**config.mk**
```make
export PLATFORM = sky130hd
export DESIGN_NAME = plmd_port0
export DESIGN_NICKNAME = d
export VERILOG_FILES = /design/src/plmd_pkg.sv /design/src/plmd_match.sv /design/src/plmd_port0.sv
export SDC_FILE = /design/constraint.sdc
export NUM_CORES = 1
export LEC_CHECK = 0
export BUFFER_PORTS_ARGS = -buffer_cell sky130_fd_sc_hd__clkbuf_2
export CORE_UTILIZATION = 45
export CTS_CLUSTER_SIZE = 25
export DETAILED_ROUTE_END_ITERATION = 6
export GPL_TIMING_DRIVEN = 0
export PLACE_DENSITY = 0.73
export SLEW_MARGIN = 20
export SYNTH_ARGS = -nofsm -noshare
export SYNTH_HDL_FRONTEND = slang
export SYNTH_HIERARCHICAL = 1
export SYNTH_SLANG_ARGS = --single-unit
export TNS_END_PERCENT = 20
```
**constraint.sdc**
```tcl
create_clock -name clk_sys -period 1.58 [get_ports clk_sys]
set_input_delay 0.079 -clock clk_sys [delete_from_list [all_inputs] [get_ports clk_sys]]
set_output_delay 0.079 -clock clk_sys [all_outputs]
set_load 0.1 [all_outputs]
```
**src/plmd_pkg.sv**
```systemverilog
// Package of constants for the port 0 latch, match and drive block
package plmd_pkg;

  // ----------------------------------------------------------------
  // Special-function addresses
  // ----------------------------------------------------------------
  localparam logic [7:0] PLMD_ADDR_LATCH = 8'h80;  // Port 0 output latch
  localparam logic [7:0] PLMD_ADDR_DRIVE = 8'hF6;  // Drive strength
  localparam logic [7:0] PLMD_ADDR_MATCH = 8'hFD;  // Port 0 match value
  localparam logic [7:0] PLMD_ADDR_MASK  = 8'hFE;  // Port 0 compare mask

  // ----------------------------------------------------------------
  // Bit-space addresses of the latch bits: base plus bit index
  // ----------------------------------------------------------------
  localparam logic [7:0] PLMD_BIT_BASE   = 8'h80;
  localparam logic [4:0] PLMD_BIT_PAGE   = 5'h10;  // Upper five bits of the bit space

  // ----------------------------------------------------------------
  // Reset values and field positions
  // ----------------------------------------------------------------
  localparam logic [7:0] PLMD_RST_LATCH  = 8'hFF;
  localparam logic [7:0] PLMD_RST_MATCH  = 8'hFF;
  localparam logic [7:0] PLMD_RST_MASK   = 8'h00;
  localparam logic [2:0] PLMD_RST_DRIVE  = 3'h7;   // All ports high drive
  localparam logic [4:0] PLMD_DRV_RSVD   = 5'h00;  // Reserved bits 7:3 read value
  localparam int         PLMD_DRV_P0_POS = 0;
  localparam int         PLMD_DRV_P1_POS = 1;
  localparam int         PLMD_DRV_P2_POS = 2;

  // ----------------------------------------------------------------
  // Compare stage states
  // ----------------------------------------------------------------
  typedef enum logic [1:0]
  {
    PLMD_CMP_IDLE  = 2'b00,  // Nothing compared
    PLMD_CMP_MATCH = 2'b01,  // All compared pins equal
    PLMD_CMP_MISS  = 2'b11   // At least one mismatch
  } plmd_cmp_e;

endpackage

```
**src/plmd_match.sv**
```systemverilog
// Mask and match comparator for port 0 pins
`timescale 1ns/100ps

module plmd_match
  import plmd_pkg::*;
#(
  parameter int WIDTH = 8
)
(
  // Clock and reset
  input  wire logic             clk_sys,
  input  wire logic             sys_rst,
  // Compare operands
  input  wire logic [WIDTH-1:0] pin_level,
  input  wire logic [WIDTH-1:0] port0_compare_mask,
  input  wire logic [WIDTH-1:0] port0_match_value,
  // Result
  output logic                  port_mismatch
);

  // ----------------------------------------------------------------
  // Elaboration check
  // ----------------------------------------------------------------
  if (WIDTH < 1 || WIDTH > 8)
  begin : g_bad_width
    $error("plmd_match: WIDTH must be 1 to 8");
  end

  plmd_cmp_e state;       // Compare state
  plmd_cmp_e next_state;  // Next compare state

  // ----------------------------------------------------------------
  // Compare logic
  // ----------------------------------------------------------------
  // Only unmasked pins take part; masked pins can never flag a miss
  always_comb
  begin
    if (|((pin_level ^ port0_match_value) & port0_compare_mask))
      next_state = PLMD_CMP_MISS;
    else if (|port0_compare_mask)
      next_state = PLMD_CMP_MATCH;
    else
      next_state = PLMD_CMP_IDLE;
  end

  // Register the state so the event leaves a flop
  always_ff @(posedge clk_sys)
  begin
    if (sys_rst)
      state <= PLMD_CMP_IDLE;
    else
      state <= next_state;
  end

  // Event follows the state one cycle after the pins; the top state bit is
  // set only in the miss state, so the event leaves the flop with no decode
  assign port_mismatch = state[1];

endmodule // plmd_match

```
**src/plmd_port0.sv**
```systemverilog
// Port 0 latch, mask/match compare and port drive-strength select
//
// Functional notes
// - Drive bit per port: 0 low, 1 high
// - All drive bits reset to high drive
// - Mask 0 excludes pin from comparison
// - Mask 1 compares pin with match bit
// - Match bit gives expected pin level
// - Latch write sets digital output value
// - Latch read returns actual pin levels
// - Latch 0 drives low, 1 high/float
// - Latch supports bit and byte access
// - Analog pins: pullup, driver, receiver off
`timescale 1ns/100ps

module plmd_port0
  import plmd_pkg::*;
#(
  parameter int WIDTH = 8  // Pins on port 0
)
(
  // Clock and reset
  input  wire logic             clk_sys,
  input  wire logic             sys_rst,
  // Special-function byte access
  input  wire logic [7:0]       sfr_addr,
  input  wire logic             sfr_wr,
  input  wire logic             sfr_rd,
  input  wire logic [7:0]       sfr_wdata,
  output logic      [7:0]       sfr_rdata,
  // Bit access (bit-space address)
  input  wire logic [7:0]       bit_addr,
  input  wire logic             bit_wr,
  input  wire logic             bit_rd,
  input  wire logic             bit_wdata,
  output logic                  bit_rdata,
  // Pin configuration from the mode registers
  input  wire logic [WIDTH-1:0] pin_digital,
  input  wire logic [WIDTH-1:0] pin_push_pull,
  input  wire logic             weak_pullup_off,
  // Port 0 pins
  input  wire logic [WIDTH-1:0] pin_in,
  output logic      [WIDTH-1:0] pin_out,
  output logic      [WIDTH-1:0] pin_oe_n,
  output logic      [WIDTH-1:0] pin_pullup_en,
  output logic      [WIDTH-1:0] pin_rx_en,
  // Drive strength outputs to the three ports
  output logic                  port0_drive_select,
  output logic                  port1_drive_select,
  output logic                  port2_drive_select,
  // Event
  output logic                  port_mismatch
);

  // ----------------------------------------------------------------
  // Elaboration check
  // ----------------------------------------------------------------
  if (WIDTH < 1 || WIDTH > 8)
  begin : g_bad_width
    $error("plmd_port0: WIDTH must be 1 to 8");
  end

  // ----------------------------------------------------------------
  // Declarations
  // ----------------------------------------------------------------
  logic [WIDTH-1:0] port0_output_latch;       // Output latch
  logic [WIDTH-1:0] next_port0_output_latch;
  logic [WIDTH-1:0] port0_match_value;        // Expected levels
  logic [WIDTH-1:0] next_port0_match_value;
  logic [WIDTH-1:0] port0_compare_mask;       // Compare enables
  logic [WIDTH-1:0] next_port0_compare_mask;
  logic [2:0]       drive_sel;                // Drive strength bits
  logic [2:0]       next_drive_sel;
  logic [7:0]       next_sfr_rdata;
  logic             next_bit_rdata;
  logic [WIDTH-1:0] pin_seen;                 // Level as the receiver sees it
  logic [WIDTH-1:0] next_pin_out;
  logic [WIDTH-1:0] next_pin_oe_n;
  logic [WIDTH-1:0] next_pin_pullup_en;
  logic [WIDTH-1:0] next_pin_rx_en;

  // Widen a port-wide vector to a byte, upper bits zero
  function automatic logic [7:0] to_byte(input logic [WIDTH-1:0] v);
    logic [7:0] b;
    b = 8'h00;
    b[WIDTH-1:0] = v;
    return b;
  endfunction

  // True when a bit-space address hits a latch bit
  function automatic logic bit_hit(input logic [7:0] a);
    return (a[7:3] == PLMD_BIT_PAGE) && (32'(a[2:0]) < WIDTH);
  endfunction

  // Analog pins read as zero since their receiver is off
  assign pin_seen = pin_in & pin_digital;

  // ----------------------------------------------------------------
  // Register next values
  // ----------------------------------------------------------------
  always_comb
  begin
    next_port0_output_latch = port0_output_latch;
    next_port0_match_value  = port0_match_value;
    next_port0_compare_mask = port0_compare_mask;
    next_drive_sel          = drive_sel;
    // Byte writes
    if (sfr_wr)
    begin
      if (sfr_addr == PLMD_ADDR_LATCH)
        next_port0_output_latch = sfr_wdata[WIDTH-1:0];
      else if (sfr_addr == PLMD_ADDR_DRIVE)
        next_drive_sel = sfr_wdata[2:0];  // reserved bits are not stored
      else if (sfr_addr == PLMD_ADDR_MATCH)
        next_port0_match_value = sfr_wdata[WIDTH-1:0];
      else if (sfr_addr == PLMD_ADDR_MASK)
        next_port0_compare_mask = sfr_wdata[WIDTH-1:0];
    end
    // Bit write touches one latch bit only
    if (bit_wr && bit_hit(bit_addr))
      next_port0_output_latch[bit_addr[2:0]] = bit_wdata;
  end

  // Registers only; reset sets documented values
  always_ff @(posedge clk_sys)
  begin
    if (sys_rst)
    begin
      port0_output_latch <= PLMD_RST_LATCH[WIDTH-1:0];
      port0_match_value  <= PLMD_RST_MATCH[WIDTH-1:0];
      port0_compare_mask <= PLMD_RST_MASK[WIDTH-1:0];
      drive_sel          <= PLMD_RST_DRIVE;
    end
    else
    begin
      port0_output_latch <= next_port0_output_latch;
      port0_match_value  <= next_port0_match_value;
      port0_compare_mask <= next_port0_compare_mask;
      drive_sel          <= next_drive_sel;
    end
  end

  // ----------------------------------------------------------------
  // Read data
  // ----------------------------------------------------------------
  // Latch reads return pin levels, not the latch; held while idle
  always_comb
  begin
    next_sfr_rdata = sfr_rdata;
    next_bit_rdata = bit_rdata;
    if (sfr_rd)
    begin
      if (sfr_addr == PLMD_ADDR_LATCH)
        next_sfr_rdata = to_byte(pin_seen);
      else if (sfr_addr == PLMD_ADDR_DRIVE)
        next_sfr_rdata = {PLMD_DRV_RSVD, drive_sel};
      else if (sfr_addr == PLMD_ADDR_MATCH)
        next_sfr_rdata = to_byte(port0_match_value);
      else if (sfr_addr == PLMD_ADDR_MASK)
        next_sfr_rdata = to_byte(port0_compare_mask);
      else
        next_sfr_rdata = 8'h00;  // Not ours: answer zero
    end
    if (bit_rd)
      next_bit_rdata = bit_hit(bit_addr) ? pin_seen[bit_addr[2:0]] : 1'b0;
  end

  always_ff @(posedge clk_sys)
  begin
    if (sys_rst)
    begin
      sfr_rdata <= 8'h00;
      bit_rdata <= 1'b0;
    end
    else
    begin
      sfr_rdata <= next_sfr_rdata;
      bit_rdata <= next_bit_rdata;
    end
  end

  // ----------------------------------------------------------------
  // Pin drive
  // ----------------------------------------------------------------
  // A 1 in open-drain mode releases the pin so the pullup floats it high
  always_comb
  begin
    for (int i = 0; i < WIDTH; i++)
    begin
      next_pin_out[i]       = port0_output_latch[i];
      next_pin_oe_n[i]      = ~(pin_digital[i] &
                                (~port0_output_latch[i] | pin_push_pull[i]));
      next_pin_pullup_en[i] = pin_digital[i] & ~weak_pullup_off;
      next_pin_rx_en[i]     = pin_digital[i];
    end
  end

  always_ff @(posedge clk_sys)
  begin
    if (sys_rst)
    begin
      pin_out       <= PLMD_RST_LATCH[WIDTH-1:0];
      pin_oe_n      <= '1;  // Released during reset
      pin_pullup_en <= '0;
      pin_rx_en     <= '0;
    end
    else
    begin
      pin_out       <= next_pin_out;
      pin_oe_n      <= next_pin_oe_n;
      pin_pullup_en <= next_pin_pullup_en;
      pin_rx_en     <= next_pin_rx_en;
    end
  end

  // Drive selects come straight from the register flops
  assign port0_drive_select = drive_sel[PLMD_DRV_P0_POS];
  assign port1_drive_select = drive_sel[PLMD_DRV_P1_POS];
  assign port2_drive_select = drive_sel[PLMD_DRV_P2_POS];

  // ----------------------------------------------------------------
  // Mismatch compare
  // ----------------------------------------------------------------
  plmd_match #(
    .WIDTH (WIDTH)
  ) u_match (
    .clk_sys            (clk_sys),
    .sys_rst            (sys_rst),
    .pin_level          (pin_seen),
    .port0_compare_mask (port0_compare_mask),
    .port0_match_value  (port0_match_value),
    .port_mismatch      (port_mismatch)
  );

endmodule // plmd_port0

```
## Word-level counts from Yosys, hierarchy flattened

Cells that the tools add are included.

- Input port bits: 56
- Output and inout bits: 45
- Register bits after elaboration: 70
- Logic and storage cells: 87

- Equality and inequality tests: 5
- Reductions and logical operators: 7
- Bitwise logic cells: 47
- Muxes and demuxes: 15
- Order comparisons: 2

Operators with widths:

| cell | count |
|---|---|
| $mux 8 | 7 |
| $eq 8x8->1 const B | 4 |
| $not 1->1 | 20 |
| $and 1x1->1 | 16 |
| $and 8x8->8 | 2 |
| $reduce_or 8->1 | 2 |
| $bwmux 8 | 1 |
| $or 1x1->1 | 8 |
| $xor 8x8->8 | 1 |
| $eq 5x5->1 const B | 1 |
| $reduce_and 5->1 | 1 |
| $lt 3x4->1 const B | 1 |
| $mux 1 | 4 |
| $reduce_and 4->1 | 1 |
| $bmux 1 s3 | 1 |
| $demux 1 s3 | 1 |
| $ge 3x1->1 const B | 1 |
| $reduce_and 3->1 | 1 |
| $logic_and 1x1->1 | 2 |
| $mux 2 | 1 |

## Depth between registers and ports, before layout

Gate-level depths: netlist (run 1).

- Depth after elaboration: 6
- Depth in mapped cells: 6
- Depth with buffers taken out: 5

## Hierarchy

The synthesis (run 1) kept the hierarchy.

Modules (own cells, without submodules):

| module | cells each | instances | area each (sq um) |
|---|---|---|---|
| plmd_port0 | 289 | 1 | 2,767.7 |
| plmd_match | 14 | 1 | 128.9 |

## Worst setup path before layout (run 1)

OpenSTA, ideal clock, no wires.

- Kind: register to register
- Start: register drive_sel[0]
- End: register sfr_rdata[0]
- Data required time: 1.518 ns
- Setup time: 0.062 ns
- Period minus slack after synthesis: 1.396 ns
- Arrival time: 1.334 ns
- Path buffers: 0
- Cell stages (with the launch flop): 4
- Path slack: 0.184 ns
- Path through: dfxtp_1 nand4_1 nand3_1 a22o_1

- Word-level cells in the longest chain between the ends: 2

Ends and longest elaborated chain:

| what | RTL line | text |
|---|---|---|
| from (decl) | plmd_port0.sv:72 | `logic [2:0] drive_sel;` |
| from (signal assigned) | plmd_port0.sv:139 | `drive_sel <= next_drive_sel;` |
| $mux 8 | plmd_port0.sv:155 | `else if (sfr_addr == PLMD_ADDR_DRIVE)` |
| $mux 8 | plmd_port0.sv:153 | `if (sfr_addr == PLMD_ADDR_LATCH)` |
| to (signal assigned) | plmd_port0.sv:177 | `sfr_rdata <= next_sfr_rdata;` |
| to (decl) | plmd_port0.sv:30 | `output logic [7:0] sfr_rdata,` |

Every way passes these cells.
A chain may end at the register's enable or synchronous reset.

## Final worst setup path (run 1)

- Start: register drive_sel[2]
- End: output port2_drive_select

RTL lines:

| what | RTL line | text |
|---|---|---|
| to (decl) | plmd_port0.sv:50 | `output logic port2_drive_select,` |

No word-level cell between the ends.

==> results of run 1 <==
per-stage QoR:
| stage | util | area [um^2] | hold slack (ns) | cells | setup slack (ns) |
|---|---|---|---|---|---|
| floorplan | - | 2900 | 0.151 | 303 | 0.184 |
| global placement | 0.575 | 3490 | 0.263 | 477 | 0.106 |
| detailed placement | 0.575 | 3490 | 0.269 | 477 | 0.0813 |
| CTS | 0.633 | 3830 | 0.00139 | 507 | 0.287 |
| global route | 0.633 | 3830 | 0.0147 | 507 | 0.249 |
| finish | 0.633 | 3830 | 0.0140 | 507 | 0.301 |
kinds of logic after synthesis:
group | after synthesis | share of synthesized area
DFF | 69 | 0.477
AOI/OAI and AO/OA | 58 | 0.139
buffers and inverters | 27 | 0.0384
muxes | 19 | 0.0674
and+or+nand+nor | 122 | 0.254
xor gates and xnor gates | 8 | 0.0242
area by class of cell:
cell class | instances | area [um^2] | share of cell area
buffer | 13 | 58.8 | 0.0153
clock buffer | 10 | 138 | 0.0359
clock inverter | 5 | 60.1 | 0.0157
inverter | 14 | 52.6 | 0.0137
multi-input combinational | 207 | 1400 | 0.366
sequential | 69 | 1380 | 0.360
tap | 75 | 93.8 | 0.0245
timing repair buffer | 114 | 646 | 0.168
routing by layer:
| layer | track usage | part of all wire |
|---|---|---|
| met1 | 0.296 | 0.45 |
| met3 | 0.0418 | 0.061 |
| met4 | 0.121 | 0.019 |
| met2 | 0.388 | 0.47 |
| met5 | 0 | 0 |
cells in the mapped netlist:
cell type / n / area share
and4_1: 2 / 0.0060
a311oi_2: 1 / 0.0052
and3_1: 4 / 0.0086
xor2_1: 8 / 0.024
o2111ai_1: 4 / 0.012
a31oi_1: 2 / 0.0043
nor3b_2: 1 / 0.0043
a41oi_1: 1 / 0.0030
nand2_1: 41 / 0.053
o21a_1: 1 / 0.0026
and3b_1: 1 / 0.0030
nor4_2: 2 / 0.0086
nor3_4: 2 / 0.011
a32oi_1: 3 / 0.0091
o21ai_0: 9 / 0.016
nand2b_1: 2 / 0.0043
mux2i_1: 18 / 0.062
and2_1: 6 / 0.013
nor4b_4: 1 / 0.0082
nor2_1: 11 / 0.014
a22oi_1: 11 / 0.029
a22o_1: 3 / 0.0091
a311oi_1: 4 / 0.012
nor2b_1: 17 / 0.037
o32ai_1: 1 / 0.0030
inv_1: 14 / 0.018
nor4_4: 1 / 0.0073
nand3_4: 1 / 0.0060
buf_4: 2 / 0.0052
a21o_1: 1 / 0.0026
o211ai_1: 3 / 0.0078
nand4_1: 5 / 0.011
nand3_1: 17 / 0.029
or4b_4: 1 / 0.0048
dfxtp_1: 69 / 0.48
mux2_4: 1 / 0.0052
buf_2: 2 / 0.0035
clkbuf_1: 9 / 0.012
and3b_2: 7 / 0.024
a21oi_1: 14 / 0.024
timing repair:
item	4_1_cts	5_1_grt
endpoints found under the setup margin	0	0
hold endpoints to repair	15	0
hold buffers	15	0
report_power, final:
part / internal, mW / total (mW) / leakage (nW) / switching (mW)
clock: 0.768 / 1.46 / 0.0987 / 0.687
combinational: 0.153 / 0.586 / 1.09 / 0.433
sequential: 1.77 / 1.78 / 0.563 / 0.0103
total: 2.69 / 3.82 / 1.75 / 1.13
final timing paths:
path	slack, ns	depth (start not counted)	from	end
max	0.30	1	drive_sel[2]	port2_drive_select
min	0.01	2	pin_digital[5]	pin_rx_en[5]
max reg2reg	0.42	4	port0_compare_mask[2]	sfr_rdata[2]
min reg2reg	0.46	2	next_pin_out[2]	pin_out[2]
registers in the layout, indices dropped and copies added (netlist names):
name and count:
pin_oe_n 8, pin_rx_en 8, drive_sel 3, pin_pullup_en 8, bit_rdata 1, sfr_rdata 8, next_pin_out 8, pin_out 8
port0_match_value 8, port0_compare_mask 8, u_match/state 1
==> metrics, run 1 <==
CTS tree=built; Clock Skews=0.00854 ns; RSZ-0062 raised after global routing=false; Critical Path RT=1.50 ns; Peak VDD IR=0.692 mV; most frequent cells in the layout=clkbuf_2 (99), dfxtp_1 (69), nand2_1 (41); die area=0.00676 mm^2; total grt overflow=0; Routed WL per cell=14.7 um; area of the mapped netlist=0.00290 mm^2; Seq/Total Area, Yosys=0.477; pin count of the biggest net entering global routing=13; Lkg Pwr=1.75 nW; # diodes=0; fill cell count=527; Detailed Route Iter0 Violations=134; crit path time final=1.28 ns; most common cell after layout, fill and taps aside=clkbuf_2; vias in the first global route=2431; Final setup viols=0; Post-CTS Setup Bufs=0; Max-cap violations=0; Die X=82.2 um; CTS buffer count=9; DRC viols=0; Die Ht=82.2 um; critical path launch point type=flop; First-pass DRT Iterations=4; synthesized instance count=303; first-pass GRT wire length=11600 um; Mapped Nets=359; max-slew violations=0; Root Buffer=clkbuf_8; clk_lat worst skew=0.35 ns; Worst-path clk slew=0.08 ns; port bufs=99; Core Footprint=0.00606 mm^2; CP Cell Sequence=clkbuf_2; Power per Cell Area=998 mW/mm^2; DP HPWL=5580 um; Netlist cell types=40; Worst Hold Class=in -> reg; crit path buf inv count=1; share of layout cells above drive strength 1=0.315; routed wire length=7480 um; via count=2677; Syn Area/Cell=9.56 um^2; FP Rows=28; critical path's slowest cell=clkbuf_2; Synth-to-Final Area Change=32.4%; initial antenna violation count=0; H-tree levels=3; Slew @ Worst Pin=0.598 ns; Power Total=3.82 mW; vias per cell=5.28; Starting Density=0.478; Max clock buf depth=2; CP delay by family, top=buffers and inverters; Yosys warning total=6; Worst setup EP type=primary output; final setup TNS=0 ns; Final Cycle Share=0.809; CP max stage delay=0.47 ns; final antenna-violating net count=0; Placer Congestion=0.865; final hold vios=0; number of gates resized after CTS=0; GRT Total Usage=0.237; WS Path Type=reg -> out; Worst slew margin=0.602; crit path DAT=1.20 ns; clock sink count=69; largest fanout on the critical path=3; IO Pins=101; register bit total from synthesis=69; Final nets=484; status=completed; Max Clk Rate=782 MHz
Power figures use the tool's default switching activity.
==> run 2, diff against run 1 <==
==> constraint.sdc (replaced) <==
create_clock -name clk_sys -period 1.2 [get_ports clk_sys]
set_input_delay 0.06 -clock clk_sys [delete_from_list [all_inputs] [get_ports clk_sys]]
set_output_delay 0.06 -clock clk_sys [all_outputs]
set_load 0.1 [all_outputs]
==> run 2 against run 1 <==
The flow now finishes with violations (setup timing). Sequential power increased by 32%. Sequential share of layout area fell by 0.40 points. Non-clock buffer count up 5. Combinational power up 35%. Hold slack got worse by 0.0049 ns. Final cell count rose by 1.2%. Clock skew down 0.0032 ns. Critical path depth up 5. Largest cell class unchanged. Largest power group unchanged.
==> metrics, run 2 (synthesis gave the netlist of run 1 again) <==
vias in the first global route=2521; FP Rows=28; Final setup viols=1; CTS buffer count=9; Non-Filler Instances=513; share of layout cells above drive strength 1=0.338; total grt overflow=0; utilization after layout=0.643; Slew @ Worst Pin=0.655 ns; sequential standard cell area=0.00139 mm^2; hold slack=0.00909 ns; crit path buf inv count=2; most common cell after layout, fill and taps aside=clkbuf_2; Final Cycle Share=1.00; worst slack, placed=-0.292 ns; CP Cell Sequence=dlygate4sd3_1, clkbuf_2, and2_1, xor2_1, a22oi_1, a41oi_2; Synth-to-Final Area Change=34.6%; # diodes=0; Hold EP=port0_match_value[4]; design area=0.00390 mm^2; Reg2Reg Launch Point=port0_compare_mask[1]; Root Buffer=clkbuf_8; crit path time final=1.21 ns; Die X=82.2 um; Die Ht=82.2 um; via count=2689; Critical Path RT=1.40 ns; Max Clk Rate=829 MHz; Detailed Route Iter0 Violations=138; Placer Congestion=0.917; Clock Skews=0.00533 ns; clock sink count=69; Core Footprint=0.00606 mm^2; CP delay by family, top=buffers and inverters; first-pass GRT wire length=12300 um; critical path's slowest cell=dlygate4sd3_1; routed wire length=7810 um; clk_lat worst skew=0.34 ns; failing checks=setup timing; H-tree levels=3; area of the multi-input gates=0.00142 mm^2; hold path start=sfr_wdata[4]; Max clock buf depth=2; CTS tree=built; Lkg Pwr=1.76 nW; IO Pins=101; Worst-path clk slew=0.07 ns; status=complete, but fails checks; vias per cell=5.24; Routed WL per cell=15.2 um; Power Total=4.83 mW; Worst Hold Class=in -> reg; largest fanout on the critical path=3; Hold Path Stages=3; Worst setup EP type=flop; Max-cap violations=0; GRT Total Usage=0.247; r2r endpoint=sfr_rdata[1]; crit path DAT=1.41 ns; Worst slew margin=0.563; fill cell count=542; R2R depth=4; Final nets=489; Peak VDD IR=0.852 mV; pin count of the biggest net entering global routing=13; Power per Cell Area=1240 mW/mm^2; final antenna-violating net count=0; DRC viols=0; placed cell areas=0.00349 mm^2; max-slew violations=0; WS Path Type=in -> reg; R2R setup slack=0.03 ns; RSZ-0062 raised after global routing=true; Cell Count Post-Placement=477; Starting Density=0.478; die area=0.00676 mm^2; DP HPWL=5630 um; First-pass DRT Iterations=4; port bufs=99; final hold vios=0; CP max stage delay=0.54 ns; final setup TNS=-0.00592 ns; critical path launch point type=input pin; initial antenna violation count=0; most frequent cells in the layout=clkbuf_2 (72), dfxtp_1 (63), nand2_1 (40); final worst slack=-0.00592 ns
-- run 2: cell count changes in the layout (fill, tap and decap cells not counted), sizes merged --
cell / previous run / this run
bufinv: 1 / 0
dlygate4sd3: 15 / 18
buf: 4 / 27
clkbuf: 118 / 97
inv: 15 / 14
clkinvlp: 1 / 2
clkinv: 2 / 4
-- run 2: worst max-delay path by stage --
stage / from / cells past startpoint / slack [ns] / end
finish: pin_digital[7] / 6 / -0.006 / u_match/state[1]
global placement: sfr_addr[0] / 5 / -0.25 / next_pin_out[0]
CTS: sfr_rdata[3] / 1 / 0.0002 / sfr_rdata[3]
global route: pin_digital[4] / 6 / -0.05 / u_match/state[1]
detailed placement: sfr_addr[1] / 5 / -0.29 / next_pin_out[0]
floorplan: sfr_rdata[3] / 2 / -0.16 / sfr_rdata[3]
-- run 2: layout make-up --
class / instances / share of cell area
Clock buffer: 10 / 0.0353
Clock inverter: 6 / 0.00995
Sequential cell: 69 / 0.356
Timing Repair Buffer: 119 / 0.181
Buffer: 13 / 0.0157
Tap cell: 75 / 0.0241
Inverter: 14 / 0.0135
Multi-Input combinational cell: 207 / 0.364
-- run 2: metal layers --
| metal | GRT usage | share of wire | wire, um | vias to the layer above |
|---|---|---|---|---|
| li1 | - | - | - | 1338 |
| met1 | 0.316 | 0.44 | 3430 | 1230 |
| met2 | 0.409 | 0.47 | 3700 | 108 |
| met3 | 0.0451 | 0.070 | 544 | 13 |
| met4 | 0.102 | 0.018 | 138 | 0 |
| met5 | 0 | 0 | 0 | - |
-- run 2: power by group --
group | internal (mW) | switching (mW) | leakage (nW)
combinational | 0.211 | 0.580 | 1.11
clock | 0.798 | 0.890 | 0.0880
sequential | 2.33 | 0.0133 | 0.563
total | 3.34 | 1.48 | 1.76
-- run 2: what timing repair did --
action / in CTS / in global routing
endpoints found under the setup margin: 6 / 33
hold buffers: 18 / 0
cloned: 0 / 0
resized for setup: 6 / 26
endpoints found under the hold margin: 18 / 0
buffers inserted: 0 / 2
pin swaps: 0 / 4
-- run 2: worst register-to-register path: stages (launching register included) --
cell       delay, ns
dfxtp_1         0.34
and3b_2         0.22
o2111ai_1       0.19
nand3_1         0.11
a22o_1          0.21
